`config.mk`:
```
export PLATFORM = sky130hd
export DESIGN_NAME = swr_rom_layer
export DESIGN_NICKNAME = d
export VERILOG_FILES = /design/src/core/swr_pkg.sv /design/src/core/swr_crc_if.sv /design/src/core/swr_crc8.sv /design/src/core/swr_rom_layer.sv
export SDC_FILE = /design/constraint.sdc
export NUM_CORES = 1
export LEC_CHECK = 0
export BUFFER_PORTS_ARGS = -buffer_cell sky130_fd_sc_hd__buf_2
export CAP_MARGIN = 15
export CORE_MARGIN = 2
export CORE_UTILIZATION = 68
export DETAILED_ROUTE_END_ITERATION = 10
export PLACE_DENSITY_LB_ADDON = 0.12
export SLEW_MARGIN = 40
export SYNTH_ARGS = -nofsm -noshare
export SYNTH_HDL_FRONTEND = slang
export SYNTH_SLANG_ARGS = --single-unit
```
`constraint.sdc`:
```
create_clock -name clk_sys -period 7.45 [get_ports clk_sys]
set_clock_uncertainty 0.05 [all_clocks]
set_input_delay 0.3725 -clock clk_sys [delete_from_list [all_inputs] [get_ports clk_sys]]
set_output_delay 0.3725 -clock clk_sys [all_outputs]
set_load 0.05 [all_outputs]
```
`src/core/swr_pkg.sv`:
```
package swr_pkg;

	// ------------------------------------------------------------
	// clock and line timing
	// ------------------------------------------------------------
	localparam int CLK_MHZ = 25;
	localparam int T_RST_STD_US = 480;
	localparam int T_RST_OD_US = 48;
	localparam int T_OD_KEEP_US = 80;
	localparam int T_SAMPLE_STD_US = 30;
	localparam int T_SAMPLE_OD_US = 3;
	localparam int T_PDH_STD_US = 30;
	localparam int T_PDH_OD_US = 3;
	localparam int T_PDL_STD_US = 120;
	localparam int T_PDL_OD_US = 12;
	localparam int RST_STD_CYC_DEF = T_RST_STD_US * CLK_MHZ;
	localparam logic [15:0] RST_OD_CYC = 16'(T_RST_OD_US * CLK_MHZ);
	localparam logic [15:0] OD_KEEP_CYC = 16'(T_OD_KEEP_US * CLK_MHZ);
	localparam logic [15:0] SAMPLE_STD_CYC = 16'(T_SAMPLE_STD_US * CLK_MHZ);
	localparam logic [15:0] SAMPLE_OD_CYC = 16'(T_SAMPLE_OD_US * CLK_MHZ);
	localparam logic [15:0] PDH_STD_CYC = 16'(T_PDH_STD_US * CLK_MHZ);
	localparam logic [15:0] PDH_OD_CYC = 16'(T_PDH_OD_US * CLK_MHZ);
	localparam logic [15:0] PDL_STD_CYC = 16'(T_PDL_STD_US * CLK_MHZ);
	localparam logic [15:0] PDL_OD_CYC = 16'(T_PDL_OD_US * CLK_MHZ);

	// ------------------------------------------------------------
	// identifier layout and check
	// ------------------------------------------------------------
	localparam int ID_BITS = 64;
	localparam int ID_DATA_BITS = 56;
	localparam logic [7:0] CRC_POLY_REV = 8'h8c;
	localparam logic [7:0] CRC_INIT = 8'h00;

	// ------------------------------------------------------------
	// command codes and states
	// ------------------------------------------------------------
	localparam logic [7:0] CMD_READ_ID = 8'h33;
	localparam logic [7:0] CMD_MATCH = 8'h55;
	localparam logic [7:0] CMD_SEARCH = 8'hf0;
	localparam logic [7:0] CMD_SKIP = 8'hcc;
	localparam logic [7:0] CMD_RESUME = 8'ha5;
	localparam logic [7:0] CMD_OD_SKIP = 8'h3c;
	localparam logic [7:0] CMD_OD_MATCH = 8'h69;

	typedef enum logic [7:0] {
		ST_WAIT = 8'h01,
		ST_PWAIT = 8'h02,
		ST_PLOW = 8'h04,
		ST_CMD = 8'h08,
		ST_READ = 8'h10,
		ST_MATCH = 8'h20,
		ST_SEARCH = 8'h40,
		ST_DEV = 8'h80
	} swr_state_t;

	// serial check over the 56 data bits, lsb first
	function automatic logic [7:0] swr_crc56(input logic [55:0] data);
		logic [7:0] crc;
		logic fb;
		crc = CRC_INIT;
		for (int i = 0; i < ID_DATA_BITS; i++) begin
			fb = crc[0] ^ data[i];
			crc = (crc >> 1) ^ (fb ? CRC_POLY_REV : 8'h00);
		end
		return crc;
	endfunction

endpackage

```
`src/core/swr_crc_if.sv`:
```
`timescale 1ns/1ps
interface swr_crc_if;
	logic clr;
	logic shiftEn;
	logic dataBit;
	logic [7:0] crc;
	modport user(output clr, output shiftEn, output dataBit, input crc);
	modport engine(input clr, input shiftEn, input dataBit, output crc);
endinterface

```
`src/core/swr_crc8.sv`:
```
`timescale 1ns/1ps
module swr_crc8
	import swr_pkg::*;
(
	input wire logic clk_sys,
	input wire logic sys_rst,
	swr_crc_if.engine crcIf
);

	logic [7:0] crc_ff;
	logic fb;

	// feedback tap of the reversed shift register
	assign fb = crc_ff[0] ^ crcIf.dataBit;

	always_ff @(posedge clk_sys) begin
		if (sys_rst || crcIf.clr) begin
			crc_ff <= CRC_INIT;
		end else if (crcIf.shiftEn) begin
			crc_ff <= (crc_ff >> 1) ^ (fb ? CRC_POLY_REV : 8'h00);
		end
	end

	assign crcIf.crc = crc_ff;

endmodule

```
`src/core/swr_rom_layer.sv`:
```
`timescale 1ns/1ps
// Contract
// - command is one byte after initialisation
// - every bit moves lsb first
// - overdrive command byte switches to fast timing
// - identifier is family, serial, check byte
// - check uses x8+x5+x4+1 shift register
// - check register starts at zero
// - shifting check byte in leaves zero
// - line only pulled low, never driven high
// - standard and overdrive bit rates
// - reset pulse answered by presence pulse
// - read command sends whole identifier
// - match command compares 64 received bits
// - unmatched device ignores line until reset
// - search bit uses true, complement, select
// - search mismatch drops out until reset
// - skip goes straight to device commands
// - resume proceeds only with resume flag
// - resume flag set on successful addressing
// - resume flag cleared when another selected
// - overdrive skip sets overdrive, skips identifier
// - long reset clears overdrive flag
// - overdrive match sets overdrive at the command byte, match or not
// - short overdrive reset keeps overdrive flag
module swr_rom_layer
	import swr_pkg::*;
#(
	parameter logic [7:0] FAMILY_CODE = 8'h5a, // arbitrary value
	parameter logic [47:0] SERIAL_NUM = 48'h0123_4567_89ab, // arbitrary value
	parameter int RST_STD_CYC = RST_STD_CYC_DEF
) (
	input wire logic clk_sys,
	input wire logic sys_rst,
	input wire logic lineIn,
	output logic lineOut,
	output logic lineOe,
	output logic romDone,
	output logic devActive,
	output logic devBitValid,
	output logic devBit,
	input wire logic devTxEn,
	input wire logic devTxBit,
	output logic overdriveFlag,
	output logic resumeFlag,
	output logic idCrcOk
);

	// ------------------------------------------------------------
	// identifier
	// ------------------------------------------------------------
	// family low, serial, check byte on top
	localparam logic [55:0] ID_DATA = {SERIAL_NUM, FAMILY_CODE};
	localparam logic [63:0] OWN_ID = {swr_crc56(ID_DATA), ID_DATA};
	localparam logic [15:0] RST_STD_LIM = 16'(RST_STD_CYC);

	swr_state_t st_ff;
	logic lineMeta_ff, lineSync_ff, linePrev_ff;
	logic [15:0] lowCnt_ff, slotCnt_ff, presCnt_ff;
	logic slotBusy_ff, driveZero_ff;
	logic [5:0] bitCnt_ff;
	logic [1:0] phase_ff;
	logic [7:0] cmdSr_ff;
	logic mism_ff, od_ff, resume_ff, romDone_ff, crcChk_ff, idCrcOk_ff;
	logic devBitValid_ff, devBit_ff;
	logic fallDet, riseDet, presSt, slotSt, rstDet, longRst;
	logic slotStart, sampleStb, last64, idBit, rxBit;
	logic txNeed, txBit, cmdDone, readDone, matchDone, matchOk;
	logic searchDrop, searchDone;
	logic [7:0] cmdByte;
	logic [15:0] sampleCyc, pdhCyc, pdlCyc;

	swr_crc_if crcIf();

	swr_crc8 u_crc (
		.clk_sys(clk_sys),
		.sys_rst(sys_rst),
		.crcIf(crcIf.engine)
	);

	// ------------------------------------------------------------
	// line input synchroniser and edges
	// ------------------------------------------------------------
	// two stages before any logic sees the pin
	always_ff @(posedge clk_sys) begin
		if (sys_rst) begin
			lineMeta_ff <= 1'b1;
			lineSync_ff <= 1'b1;
			linePrev_ff <= 1'b1;
		end else begin
			lineMeta_ff <= lineIn;
			lineSync_ff <= lineMeta_ff;
			linePrev_ff <= lineSync_ff;
		end
	end

	// edge and phase helpers
	assign fallDet = linePrev_ff && !lineSync_ff;
	assign riseDet = !linePrev_ff && lineSync_ff;
	assign rxBit = lineSync_ff;
	assign presSt = (st_ff == ST_PWAIT) || (st_ff == ST_PLOW);
	assign slotSt = (st_ff == ST_CMD) || (st_ff == ST_READ) || (st_ff == ST_MATCH) ||
		(st_ff == ST_SEARCH) || (st_ff == ST_DEV);

	assign sampleCyc = od_ff ? SAMPLE_OD_CYC : SAMPLE_STD_CYC;
	assign pdhCyc = od_ff ? PDH_OD_CYC : PDH_STD_CYC;
	assign pdlCyc = od_ff ? PDL_OD_CYC : PDL_STD_CYC;

	// ------------------------------------------------------------
	// reset pulse measurement
	// ------------------------------------------------------------
	// low time of the line, saturating
	always_ff @(posedge clk_sys) begin
		if (sys_rst || lineSync_ff) begin
			lowCnt_ff <= 16'h0000;
		end else if (lowCnt_ff != 16'hffff) begin
			lowCnt_ff <= lowCnt_ff + 16'h0001;
		end
	end

	// reset seen at release of a long low
	assign rstDet = riseDet && !presSt && (lowCnt_ff >= (od_ff ? RST_OD_CYC : RST_STD_LIM));
	// only a long low clears overdrive
	assign longRst = riseDet && !presSt && (lowCnt_ff >= RST_STD_LIM);

	// ------------------------------------------------------------
	// time slot engine
	// ------------------------------------------------------------
	assign slotStart = fallDet && slotSt && !slotBusy_ff;
	assign sampleStb = slotBusy_ff && (slotCnt_ff == sampleCyc);

	// slot timer from master falling edge to sample point
	always_ff @(posedge clk_sys) begin
		if (sys_rst || rstDet) begin
			slotBusy_ff <= 1'b0;
			slotCnt_ff <= 16'h0000;
		end else if (slotStart) begin
			slotBusy_ff <= 1'b1;
			slotCnt_ff <= 16'h0001;
		end else if (sampleStb) begin
			slotBusy_ff <= 1'b0;
			slotCnt_ff <= 16'h0000;
		end else if (slotBusy_ff) begin
			slotCnt_ff <= slotCnt_ff + 16'h0001;
		end
	end

	// bit this device sends in the coming slot
	always_comb begin
		txNeed = 1'b0;
		txBit = 1'b1;
		unique case (st_ff)
			ST_READ: begin
				txNeed = 1'b1;
				txBit = idBit;
			end
			ST_SEARCH: begin
				txNeed = (phase_ff != 2'd2);
				txBit = (phase_ff == 2'd0) ? idBit : !idBit;
			end
			ST_DEV: begin
				txNeed = devTxEn;
				txBit = devTxBit;
			end
			default: begin
				txNeed = 1'b0;
				txBit = 1'b1;
			end
		endcase
	end

	// zero bits hold the line low until the sample point
	always_ff @(posedge clk_sys) begin
		if (sys_rst || rstDet || sampleStb) begin
			driveZero_ff <= 1'b0;
		end else if (slotStart && txNeed && !txBit) begin
			driveZero_ff <= 1'b1;
		end
	end

	// ------------------------------------------------------------
	// bit bookkeeping
	// ------------------------------------------------------------
	assign last64 = (bitCnt_ff == 6'(ID_BITS - 1));
	assign idBit = OWN_ID[bitCnt_ff];
	assign cmdByte = {rxBit, cmdSr_ff[7:1]};
	assign cmdDone = (st_ff == ST_CMD) && sampleStb && (bitCnt_ff[2:0] == 3'h7);
	assign readDone = (st_ff == ST_READ) && sampleStb && last64;
	assign matchDone = (st_ff == ST_MATCH) && sampleStb && last64;
	assign matchOk = !mism_ff && (rxBit == idBit);
	assign searchDrop = (st_ff == ST_SEARCH) && sampleStb && (phase_ff == 2'd2) &&
		(rxBit != idBit);
	assign searchDone = (st_ff == ST_SEARCH) && sampleStb && (phase_ff == 2'd2) &&
		last64 && !searchDrop;

	// counters, shift register and mismatch tracker
	always_ff @(posedge clk_sys) begin
		if (sys_rst || rstDet || cmdDone) begin
			bitCnt_ff <= 6'h00;
			phase_ff <= 2'd0;
			cmdSr_ff <= 8'h00;
			mism_ff <= 1'b0;
		end else if (sampleStb) begin
			if (st_ff == ST_CMD) begin
				cmdSr_ff <= cmdByte;
				bitCnt_ff <= bitCnt_ff + 6'h01;
			end else if (st_ff == ST_READ || st_ff == ST_MATCH) begin
				bitCnt_ff <= bitCnt_ff + 6'h01;
				if (st_ff == ST_MATCH && rxBit != idBit) begin
					mism_ff <= 1'b1;
				end
			end else if (st_ff == ST_SEARCH) begin
				if (phase_ff == 2'd2) begin
					phase_ff <= 2'd0;
					bitCnt_ff <= bitCnt_ff + 6'h01;
				end else begin
					phase_ff <= phase_ff + 2'd1;
				end
			end
		end
	end

	// presence delay and pulse width timer
	always_ff @(posedge clk_sys) begin
		if (sys_rst || rstDet) begin
			presCnt_ff <= 16'h0000;
		end else if (st_ff == ST_PWAIT && presCnt_ff == pdhCyc) begin
			presCnt_ff <= 16'h0000;
		end else if (presSt) begin
			presCnt_ff <= presCnt_ff + 16'h0001;
		end
	end

	// ------------------------------------------------------------
	// rom function state machine
	// ------------------------------------------------------------
	always_ff @(posedge clk_sys) begin
		if (sys_rst) begin
			st_ff <= ST_WAIT;
		end else if (rstDet) begin
			st_ff <= ST_PWAIT;
		end else begin
			unique case (st_ff)
				ST_WAIT: begin
					st_ff <= ST_WAIT;
				end
				ST_PWAIT: begin
					if (presCnt_ff == pdhCyc) begin
						st_ff <= ST_PLOW;
					end
				end
				ST_PLOW: begin
					if (presCnt_ff == pdlCyc) begin
						st_ff <= ST_CMD;
					end
				end
				ST_CMD: begin
					if (cmdDone) begin
						unique case (cmdByte)
							CMD_READ_ID: st_ff <= ST_READ;
							CMD_MATCH, CMD_OD_MATCH: st_ff <= ST_MATCH;
							CMD_SEARCH: st_ff <= ST_SEARCH;
							CMD_SKIP, CMD_OD_SKIP: st_ff <= ST_DEV;
							CMD_RESUME: st_ff <= resume_ff ? ST_DEV : ST_WAIT;
							default: st_ff <= ST_WAIT;
						endcase
					end
				end
				ST_READ: begin
					// after the check byte is out
					if (readDone) begin
						st_ff <= ST_DEV;
					end
				end
				ST_MATCH: begin
					if (matchDone) begin
						st_ff <= matchOk ? ST_DEV : ST_WAIT;
					end
				end
				ST_SEARCH: begin
					if (searchDrop) begin
						st_ff <= ST_WAIT;
					end else if (searchDone) begin
						st_ff <= ST_DEV;
					end
				end
				ST_DEV: begin
					st_ff <= ST_DEV;
				end
				default: begin
					st_ff <= ST_WAIT;
				end
			endcase
		end
	end

	// ------------------------------------------------------------
	// speed and resume flags
	// ------------------------------------------------------------
	always_ff @(posedge clk_sys) begin
		if (sys_rst) begin
			od_ff <= 1'b0;
		end else if (longRst) begin
			// long reset returns to standard speed
			od_ff <= 1'b0;
		end else if (cmdDone && (cmdByte == CMD_OD_SKIP || cmdByte == CMD_OD_MATCH)) begin
			// fast timing from the next slot
			od_ff <= 1'b1;
		end
	end

	always_ff @(posedge clk_sys) begin
		if (sys_rst) begin
			resume_ff <= 1'b0;
		end else if (searchDone || (matchDone && matchOk)) begin
			resume_ff <= 1'b1;
		end else if (searchDrop || (matchDone && !matchOk)) begin
			resume_ff <= 1'b0;
		end else if (cmdDone && (cmdByte == CMD_READ_ID || cmdByte == CMD_SKIP ||
			cmdByte == CMD_OD_SKIP)) begin
			resume_ff <= 1'b0;
		end
	end

	// ------------------------------------------------------------
	// received identifier check
	// ------------------------------------------------------------
	// cleared by a bus reset and when each command byte completes
	assign crcIf.clr = rstDet || cmdDone;
	assign crcIf.shiftEn = (st_ff == ST_MATCH) && sampleStb;
	assign crcIf.dataBit = rxBit;

	// residue zero after all 64 bits
	always_ff @(posedge clk_sys) begin
		if (sys_rst || rstDet) begin
			crcChk_ff <= 1'b0;
			idCrcOk_ff <= 1'b0;
		end else begin
			crcChk_ff <= matchDone;
			if (crcChk_ff) begin
				idCrcOk_ff <= (crcIf.crc == 8'h00);
			end
		end
	end

	// ------------------------------------------------------------
	// device command side
	// ------------------------------------------------------------
	always_ff @(posedge clk_sys) begin
		if (sys_rst) begin
			romDone_ff <= 1'b0;
			devBitValid_ff <= 1'b0;
			devBit_ff <= 1'b0;
		end else begin
			romDone_ff <= (st_ff != ST_DEV) && (readDone || searchDone ||
				(matchDone && matchOk) || (cmdDone && (cmdByte == CMD_SKIP ||
				cmdByte == CMD_OD_SKIP || (cmdByte == CMD_RESUME && resume_ff))));
			devBitValid_ff <= (st_ff == ST_DEV) && sampleStb;
			if ((st_ff == ST_DEV) && sampleStb) begin
				devBit_ff <= rxBit;
			end
		end
	end

	assign lineOut = 1'b0;
	assign lineOe = driveZero_ff || (st_ff == ST_PLOW);
	assign romDone = romDone_ff;
	assign devActive = (st_ff == ST_DEV);
	assign devBitValid = devBitValid_ff;
	assign devBit = devBit_ff;
	assign overdriveFlag = od_ff;
	assign resumeFlag = resume_ff;
	assign idCrcOk = idCrcOk_ff;

	// ------------------------------------------------------------
	// checks
	// ------------------------------------------------------------
	AST_NEVER_HIGH:
	assert property (@(posedge clk_sys) disable iff (sys_rst) lineOe |-> !lineOut)
		else $error("line driven high");

	AST_PRESENCE:
	assert property (@(posedge clk_sys) disable iff (sys_rst)
		rstDet |=> (st_ff == ST_PWAIT) ##1 !lineOe)
		else $error("reset not followed by presence wait");

	AST_OD_SET:
	assert property (@(posedge clk_sys) disable iff (sys_rst)
		(cmdDone && cmdByte == CMD_OD_SKIP) |=> (od_ff && st_ff == ST_DEV))
		else $error("overdrive skip not taken");

	AST_OD_CLEAR:
	assert property (@(posedge clk_sys) disable iff (sys_rst)
		longRst |=> !od_ff)
		else $error("long reset kept overdrive");

	AST_OD_KEEP:
	assert property (@(posedge clk_sys) disable iff (sys_rst)
		(rstDet && od_ff && lowCnt_ff <= OD_KEEP_CYC) |=> od_ff)
		else $error("short reset left overdrive");

	AST_MATCH_FAIL:
	assert property (@(posedge clk_sys) disable iff (sys_rst)
		(matchDone && !matchOk) |=> (st_ff == ST_WAIT) && !resume_ff)
		else $error("mismatched device stays active");

	AST_SILENT:
	assert property (@(posedge clk_sys) disable iff (sys_rst)
		(st_ff == ST_WAIT) |-> !lineOe)
		else $error("silent device pulled line");

	AST_RESUME_GATE:
	assert property (@(posedge clk_sys) disable iff (sys_rst)
		(cmdDone && cmdByte == CMD_RESUME) |=> (st_ff == ST_DEV) == $past(resume_ff))
		else $error("resume ignored flag");

	AST_UNKNOWN:
	assert property (@(posedge clk_sys) disable iff (sys_rst)
		(cmdDone && cmdByte == 8'h00) |=> (st_ff == ST_WAIT) [*2])
		else $error("unknown command not ignored");

endmodule

```
==> summary.md, run 1 <==
| Metric | Value |
|---|---|
| Crit share post-route | 0.522 |
| Sequential share of power | 0.577 |
| Total global routing track utilization | 0.285 |
| Initial antenna violation count | 0 |
| Crit path DAT | 4120 ps |
| Async SR Flop Fraction | 0 |
| Final HPWL DP | 8370 um |
| Total iterations of the first detailed-routing run | 5 |
| Syn nets | 668 |
| Post-detailed-route wirelength per cell | 15.4 um |
| Number of top-level pins | 14 |
| Largest fanout on the critical path | 28 |
| Combined buffer and inverter count along the critical path | 3 |
| Vertical extent of the die | 92.0 um |
| Initial core utilization | 0.692 |
| Period minus WS final | 3890 ps |
| Register area | 1860 um2 |
| Total negative slack for setup checks | 0 ps |
| Cell with the largest stage delay on the worst path | sky130_fd_sc_hd__dfxtp_1 |
| Power density cells | 156 nW/um2 |
| DIE AREA | 8460 um2 |
| Pin count of the biggest net entering global routing | 29 |
| Final RePlAce weighted congestion | 0.977 |
| Highest Clock Rate | 0.257 GHz |
| Most instantiated flip-flop cell in the synthesis netlist | sky130_fd_sc_hd__dfxtp_1 |
| Relative max-transition margin | 0.458 |
| Category of the most critical setup path | reg -> reg |
| Number of DRC violations after detailed-routing iteration 0 | 389 |
| Met1 Use GR | 0.370 |
| Net Switching | 0.196 mW |
| Buffers from clock root to sink, at most | 2 |
| Ant. Diodes | 0 |
| Die X | 92.0 um |
| # Max-Cap Violations | 0 |
| Critical Path Source Type | flop |
| Clock tree from TritonCTS | yes |
| Area used by multi-input combinational logic | 3200 um2 |
| GR peak layer | met2 |
| Number of gates resized after CTS | 0 |
| CP peak stage delay | 700 ps |
| Netlist area before placement | 5260 um2 |
| Cell variety after synth | 78 |
| Worst-path clk slew | 90 ps |
| Total global routing overflow | 0 |
| Result of the run | finished clean |
| Average via count per standard cell | 6.07 |
| Net Sw Frac | 0.227 |
| Transition at the pin with the smallest max-transition slack | 807 ps |
| Crit-path leading delay family | compound AO/OA/AOI/OAI gates |
| Total number of vias | 4544 |
| Setup repair after global routing missed its margin | no |
| Clock latency of the later-clocked register in the worst-skew pair | 360 ps |
| IO buf count | 12 |
| Share of the core filled with cells in the final layout | 0.729 |
| Number of enable-type register cells in the synthesized netlist | 0 |
| Met2 routing resource usage after global routing | 0.482 |
| Row count | 32 |
| Number of global-route vias before repair | 4342 |
| Final setup viols | 0 |
| Number of CTS-inserted buffers | 9 |
| Area growth, synth to finish | 5.37% |
| Deepest level of the CTS H-tree | 3 |
| Critical path cell sequence | ha_1 -> a21oi_1 -> o211ai_1 -> a41oi_1 -> o21bai_1 -> buf_4 -> a21o_2 -> nor2_1 -> inv_1 -> ha_1 -> inv_1 -> a31oi_1 -> a22oi_1 -> o2111ai_1 -> a211oi_1 -> nor4_1 |
| First-pass GRT wire length | 19800 um |
| CTS hold repair buffers | 0 |
| Type of the most critical hold path | in -> reg |
| Synthesized flop and latch total | 93 |
| Endpoints failing hold | 0 |
| Clock Tree Root | sky130_fd_sc_hd__clkbuf_8 |
| Maximum VDD drop | 0.105 mV |
| Clock Power Share | 0.406 |
| Antenna Violating Nets Remaining | 0 |
| Total core area | 7610 um2 |
| Detailed-route wire length | 11500 um |
| Number of post-CTS setup repair buffers | 0 |
| Crit path required time | 7680 ps |
| Critical Path End Type | flop |
| Max-slew violation total from the final report | 0 |
| Total of warnings raised by yosys | 0 |
| Pleak | 1.97 nW |
| Clk sinks | 93 |
| Syn Inst Count | 645 |
| Fill cells | 618 |
| Proportion of power drawn by combinational gates | 0.017 |
| Average cell area after synthesis | 8.16 um2 |
| Fraction of layout cells with a size suffix above 1 | 0.0898 |
| M3 GR Usage | 0.0559 |
| Sequential cell area fraction in the yosys report | 0.354 |
| Drt drc | 0 |
| Final nets | 664 |
| Cell-internal power | 0.668 mW |
[stage by stage]
step	area [um2]	setup WS [ps]	total power, mW	hold WS (ps)	instances
final	5550	3560	0.864	136	748
after global routing	5550	3200	0.892	135	748
after CTS	5550	3310	0.872	125	748
after detailed placement	5340	3340	0.525	347	732
after global placement	5330	3540	0.525	344	732
after floorplan	5260	3950	0.521	339	645
[path summary, 6_finish.rpt]
check	startpoint	to	slack [ps]	cells after the start
worst max register to register	overdriveFlag	idBit	3560	16
worst max-delay path	overdriveFlag	idBit	3560	16
worst min-delay path	lineIn	lineMeta_ff	140	2
worst min register to register	lineMeta_ff	crcIf.dataBit	370	1
[routing by layer]
layer  share of wire  wire length [um]
met1            0.45              5140
met5               0                 0
met2            0.49              5630
met4           0.018               209
met3           0.048               557
[area by class of cell]
cell class,count,share of cell area
Sequential cell,93,0.336
Tap cell,102,0.0230
Inverter,21,0.0142
Multi-Input combinational cell,503,0.577
Clock inverter,6,0.0126
Timing Repair Buffer,13,0.0122
Clock buffer,10,0.0248
[power by group through the flow]
stage	Clock (mW)	Combinational [mW]	Sequential, mW
after floorplan	0	0.0116	0.509
after global placement	0	0.0143	0.510
after detailed placement	0	0.0148	0.510
after CTS	0.358	0.0149	0.499
after global routing	0.377	0.0162	0.499
final	0.351	0.0147	0.499
[cells by family (layout without fill, tap and decap cells)]
group,Yosys count,count (layout),share of synthesized area
AOI/OAI and AO/OA,106,106,0.132
xor gates and xnor gates,53,53,0.0896
adders and majority gates,18,18,0.0428
buffers and inverters,49,50,0.0390
DFF,93,93,0.354
muxes,8,8,0.0159
other,1,1,0.000712
and+or+nand+nor,317,317,0.326
[Yosys cell counts, types with 5 or more instances]
library cell	number	area (um2)
sky130_fd_sc_hd__dfxtp_1	93	1860
sky130_fd_sc_hd__nor2_1	89	334
sky130_fd_sc_hd__nand2_1	77	289
sky130_fd_sc_hd__a21oi_1	45	225
sky130_fd_sc_hd__xor2_1	29	254
sky130_fd_sc_hd__nor3_1	24	120
sky130_fd_sc_hd__xnor2_1	23	201
sky130_fd_sc_hd__inv_1	21	78.8
sky130_fd_sc_hd__nand4_1	20	125
sky130_fd_sc_hd__ha_1	18	225
sky130_fd_sc_hd__nand3_1	18	90.1
sky130_fd_sc_hd__clkbuf_1	14	52.6
sky130_fd_sc_hd__o21ai_0	13	65.1
sky130_fd_sc_hd__and3_1	12	75.1
sky130_fd_sc_hd__nor4bb_1	10	100
sky130_fd_sc_hd__a31oi_1	8	50.1
sky130_fd_sc_hd__nor4_1	8	50.1
sky130_fd_sc_hd__buf_2	7	35.0
sky130_fd_sc_hd__mux2i_1	7	70.1
sky130_fd_sc_hd__or2_2	6	37.5
sky130_fd_sc_hd__and2_1	5	31.3
sky130_fd_sc_hd__o21a_1	5	37.5
sky130_fd_sc_hd__or3_1	5	31.3
[sequential cells by signal, indices dropped and copies added, names as in the netlist, 2 cells and up]
name / cells
slotCnt_ff: 16
phase_ff: 2
presCnt_ff: 16
bitCnt_ff: 6
st_ff: 8
lowCnt_ff: 16
cmdSr_ff: 7
u_crc.crcIf.crc: 8
[cell usage in the layout (no fill, tap or decap), drive strengths merged, types with 6 or more instances in the layout]
cell / n
dfxtp: 93
nor2: 91
nand2: 77
a21oi: 45
xor2: 30
nor3: 27
xnor2: 23
inv: 23
nand4: 20
nand3: 18
ha: 18
o21ai: 15
buf: 13
and3: 12
nor4bb: 10
clkbuf: 10
nor4: 9
a31oi: 8
mux2i: 8
or2: 6
or3: 6
No activity file was read; power rests on OpenSTA's default activity.
==> inputs of run 2 (changes only) <==
--- a/config.mk
+++ b/config.mk
@@ -8,7 +8,7 @@
 export BUFFER_PORTS_ARGS = -buffer_cell sky130_fd_sc_hd__buf_2
 export CAP_MARGIN = 15
 export CORE_MARGIN = 2
-export CORE_UTILIZATION = 68
+export CORE_UTILIZATION = 63
 export DETAILED_ROUTE_END_ITERATION = 10
 export PLACE_DENSITY_LB_ADDON = 0.12
 export SLEW_MARGIN = 40
==> constraint.sdc (replaced) <==
create_clock -name clk_sys -period 4 [get_ports clk_sys]
set_clock_uncertainty 0.05 [all_clocks]
set_input_delay 0.2 -clock clk_sys [delete_from_list [all_inputs] [get_ports clk_sys]]
set_output_delay 0.2 -clock clk_sys [all_outputs]
set_load 0.05 [all_outputs]
==> summary.md, run 2 (synthesized netlist as in run 1, its figures left out) <==
| Metric | Value |
|---|---|
| Setup repair after global routing missed its margin | no (unchanged) |
| Area growth, synth to finish | 6.30% (was 5.37%) |
| Number of DRC violations after detailed-routing iteration 0 | 241 (was 389) |
| IO buf count | 12 (unchanged) |
| Clock tree from TritonCTS | yes (unchanged) |
| Clock latency of the later-clocked register in the worst-skew pair | 380 ps (was 360 ps) |
| Power density cells | 290 nW/um2 (was 156 nW/um2) |
| Vertical extent of the die | 95.4 um (was 92.0 um) |
| Crit share post-route | 0.901 (was 0.522) |
| Final HPWL DP | 8390 um (was 8370 um) |
| # Max-Cap Violations | 0 (unchanged) |
| First-pass GRT wire length | 19800 um (about the same) |
| Buffers from clock root to sink, at most | 2 (unchanged) |
| Largest fanout on the critical path | 11 (was 28) |
| Registers with the most flip-flops | lowCnt_ff: 16 flops, presCnt_ff: 16 flops, slotCnt_ff: 16 flops (unchanged) |
| Antenna Violating Nets Remaining | 0 (unchanged) |
| Register area | 1860 um2 (about the same) |
| Post-detailed-route wirelength per cell | 15.5 um (was 15.4 um) |
| Fraction of layout cells with a size suffix above 1 | 0.0966 (was 0.0898) |
| Endpoints failing hold | 0 (unchanged) |
| DIE AREA | 9100 um2 (was 8460 um2) |
| Crit path DAT | 3830 ps (was 4120 ps) |
| Ant. Diodes | 0 (unchanged) |
| Area used by multi-input combinational logic | 3200 um2 (about the same) |
| Combined buffer and inverter count along the critical path | 2 (was 3) |
| CP peak stage delay | 540 ps (was 700 ps) |
| Worst-path clk slew | 100 ps (was 90 ps) |
| Final setup viols | 0 (unchanged) |
| Die X | 95.4 um (was 92.0 um) |
| Reg-to-reg slack, setup | 390 ps (was 3560 ps) |
| Most frequent cells in the layout | sky130_fd_sc_hd__dfxtp_1 (92), sky130_fd_sc_hd__nor2_1 (89), sky130_fd_sc_hd__nand2_1 (77) (was sky130_fd_sc_hd__dfxtp_1 (93), sky130_fd_sc_hd__nor2_1 (89), sky130_fd_sc_hd__nand2_1 (77)) |
| Number of global-route vias before repair | 4304 (was 4342) |
| Initial core utilization | 0.644 (was 0.692) |
| Final RePlAce weighted congestion | 0.950 (was 0.977) |
| Average via count per standard cell | 6.06 (was 6.07) |
| Worst Setup Slack post-DPL | 349 ps (was 3340 ps) |
| Relative max-transition margin | 0.546 (was 0.458) |
| Crit path required time | 4220 ps (was 7680 ps) |
| Number of CTS-inserted buffers | 9 (unchanged) |
| Critical Path Source Type | flop (unchanged) |
| Total number of vias | 4590 (was 4544) |
| Total global routing track utilization | 0.274 (was 0.285) |
| Total iterations of the first detailed-routing run | 5 (unchanged) |
| Cell with the largest stage delay on the worst path | sky130_fd_sc_hd__dfxtp_1 (unchanged) |
| Period minus WS final | 3610 ps (was 3890 ps) |
| Worst Hold Slack | 100 ps (was 136 ps) |
| Total negative slack for setup checks | 0 ps (unchanged) |
| Highest Clock Rate | 0.277 GHz (was 0.257 GHz) |
| Crit-path leading delay family | simple AND/OR/NAND/NOR gates (was compound AO/OA/AOI/OAI gates) |
| Number of post-CTS setup repair buffers | 0 (unchanged) |
| Result of the run | finished clean (unchanged) |
| Category of the most critical setup path | reg -> reg (unchanged) |
| Critical Path End Type | flop (unchanged) |
| Final nets | 670 (was 664) |
| Smallest setup slack after layout | 394 ps (was 3560 ps) |
| Initial antenna violation count | 0 (unchanged) |
| Maximum VDD drop | 0.194 mV (was 0.105 mV) |
| Pin count of the biggest net entering global routing | 18 (was 29) |
| Total core area | 8180 um2 (was 7610 um2) |
| Clock Tree Root | sky130_fd_sc_hd__clkbuf_8 (unchanged) |
| Drt drc | 0 (unchanged) |
| Row count | 33 (was 32) |
| Transition at the pin with the smallest max-transition slack | 676 ps (was 807 ps) |
| Deepest level of the CTS H-tree | 3 (unchanged) |
| Critical path cell sequence | nor4bb_1 -> o311ai_2 -> nand2_1 -> nand2_1 -> xnor2_1 -> nor2_1 -> inv_1 -> ha_1 -> inv_1 -> a31oi_1 -> a22oi_1 -> o2111ai_1 -> a211oi_1 -> nor4_1 (was ha_1 -> a21oi_1 -> o211ai_1 -> a41oi_1 -> o21bai_1 -> buf_4 -> a21o_2 -> nor2_1 -> inv_1 -> ha_1 -> inv_1 -> a31oi_1 -> a22oi_1 -> o2111ai_1 -> a211oi_1 -> nor4_1) |
| Type of the most critical hold path | in -> reg (unchanged) |
| Fill cells | 690 (was 618) |
| Pleak | 2.00 nW (was 1.97 nW) |
| Leading cell type in the layout, fill and taps excluded | sky130_fd_sc_hd__dfxtp_1 (unchanged) |
| Max-slew violation total from the final report | 0 (unchanged) |
| Total global routing overflow | 0 (unchanged) |
| Clk sinks | 93 (unchanged) |
| Detailed-route wire length | 11700 um (was 11500 um) |
| Number of top-level pins | 14 (unchanged) |
-- run 2: what timing repair did --
action / in CTS / in global routing
hold buffers: 1 / 0
gates resized for setup: 0 / 1
endpoints found under the setup margin: 0 / 1
endpoints found under the hold margin: 1 / 0
-- run 2: power breakdown --
| group | switching [mW] | internal (mW) | total [mW] | leakage (nW) |
|---|---|---|---|---|
| Combinational | 0.0214 | 0.00822 | 0.0296 | 1.14 |
| Sequential | 0.00236 | 0.927 | 0.929 | 0.750 |
| Clock | 0.365 | 0.300 | 0.665 | 0.107 |
-- run 2: path summary, 6_finish.rpt --
kind | endpoint | start | depth (start not counted)
setup / recovery | idBit | st_ff[6] | 14
hold / removal | devBit | sys_rst | 2
setup reg to reg | idBit | st_ff[6] | 14
hold reg to reg | crcIf.dataBit | lineMeta_ff | 1
-- run 2: final cells by class --
cell class	instances	area share
multi-input cells	503	0.572
repair buffers	19	0.0206
clock buffers	9	0.0221
clock inverters	7	0.0145
flip-flops and latches	93	0.333
inverters	21	0.0141
well taps	105	0.0235
-- run 2: through the flow --
step	cell area [um2]	util	cells	total power, mW
floorplan	5260	-	645	0.971
global placement	5370	0.657	740	0.979
detailed placement	5370	0.657	740	0.980
CTS	5590	0.684	757	1.63
global route	5600	0.684	757	1.67
finish	5600	0.684	757	1.62
-- run 2: layer usage --
layer	share of wire	wire length, um	global-route usage
met4	0.025	294	0.125
met5	0	0	0
met1	0.46	5380	0.353
met3	0.041	482	0.0435
met2	0.47	5550	0.451
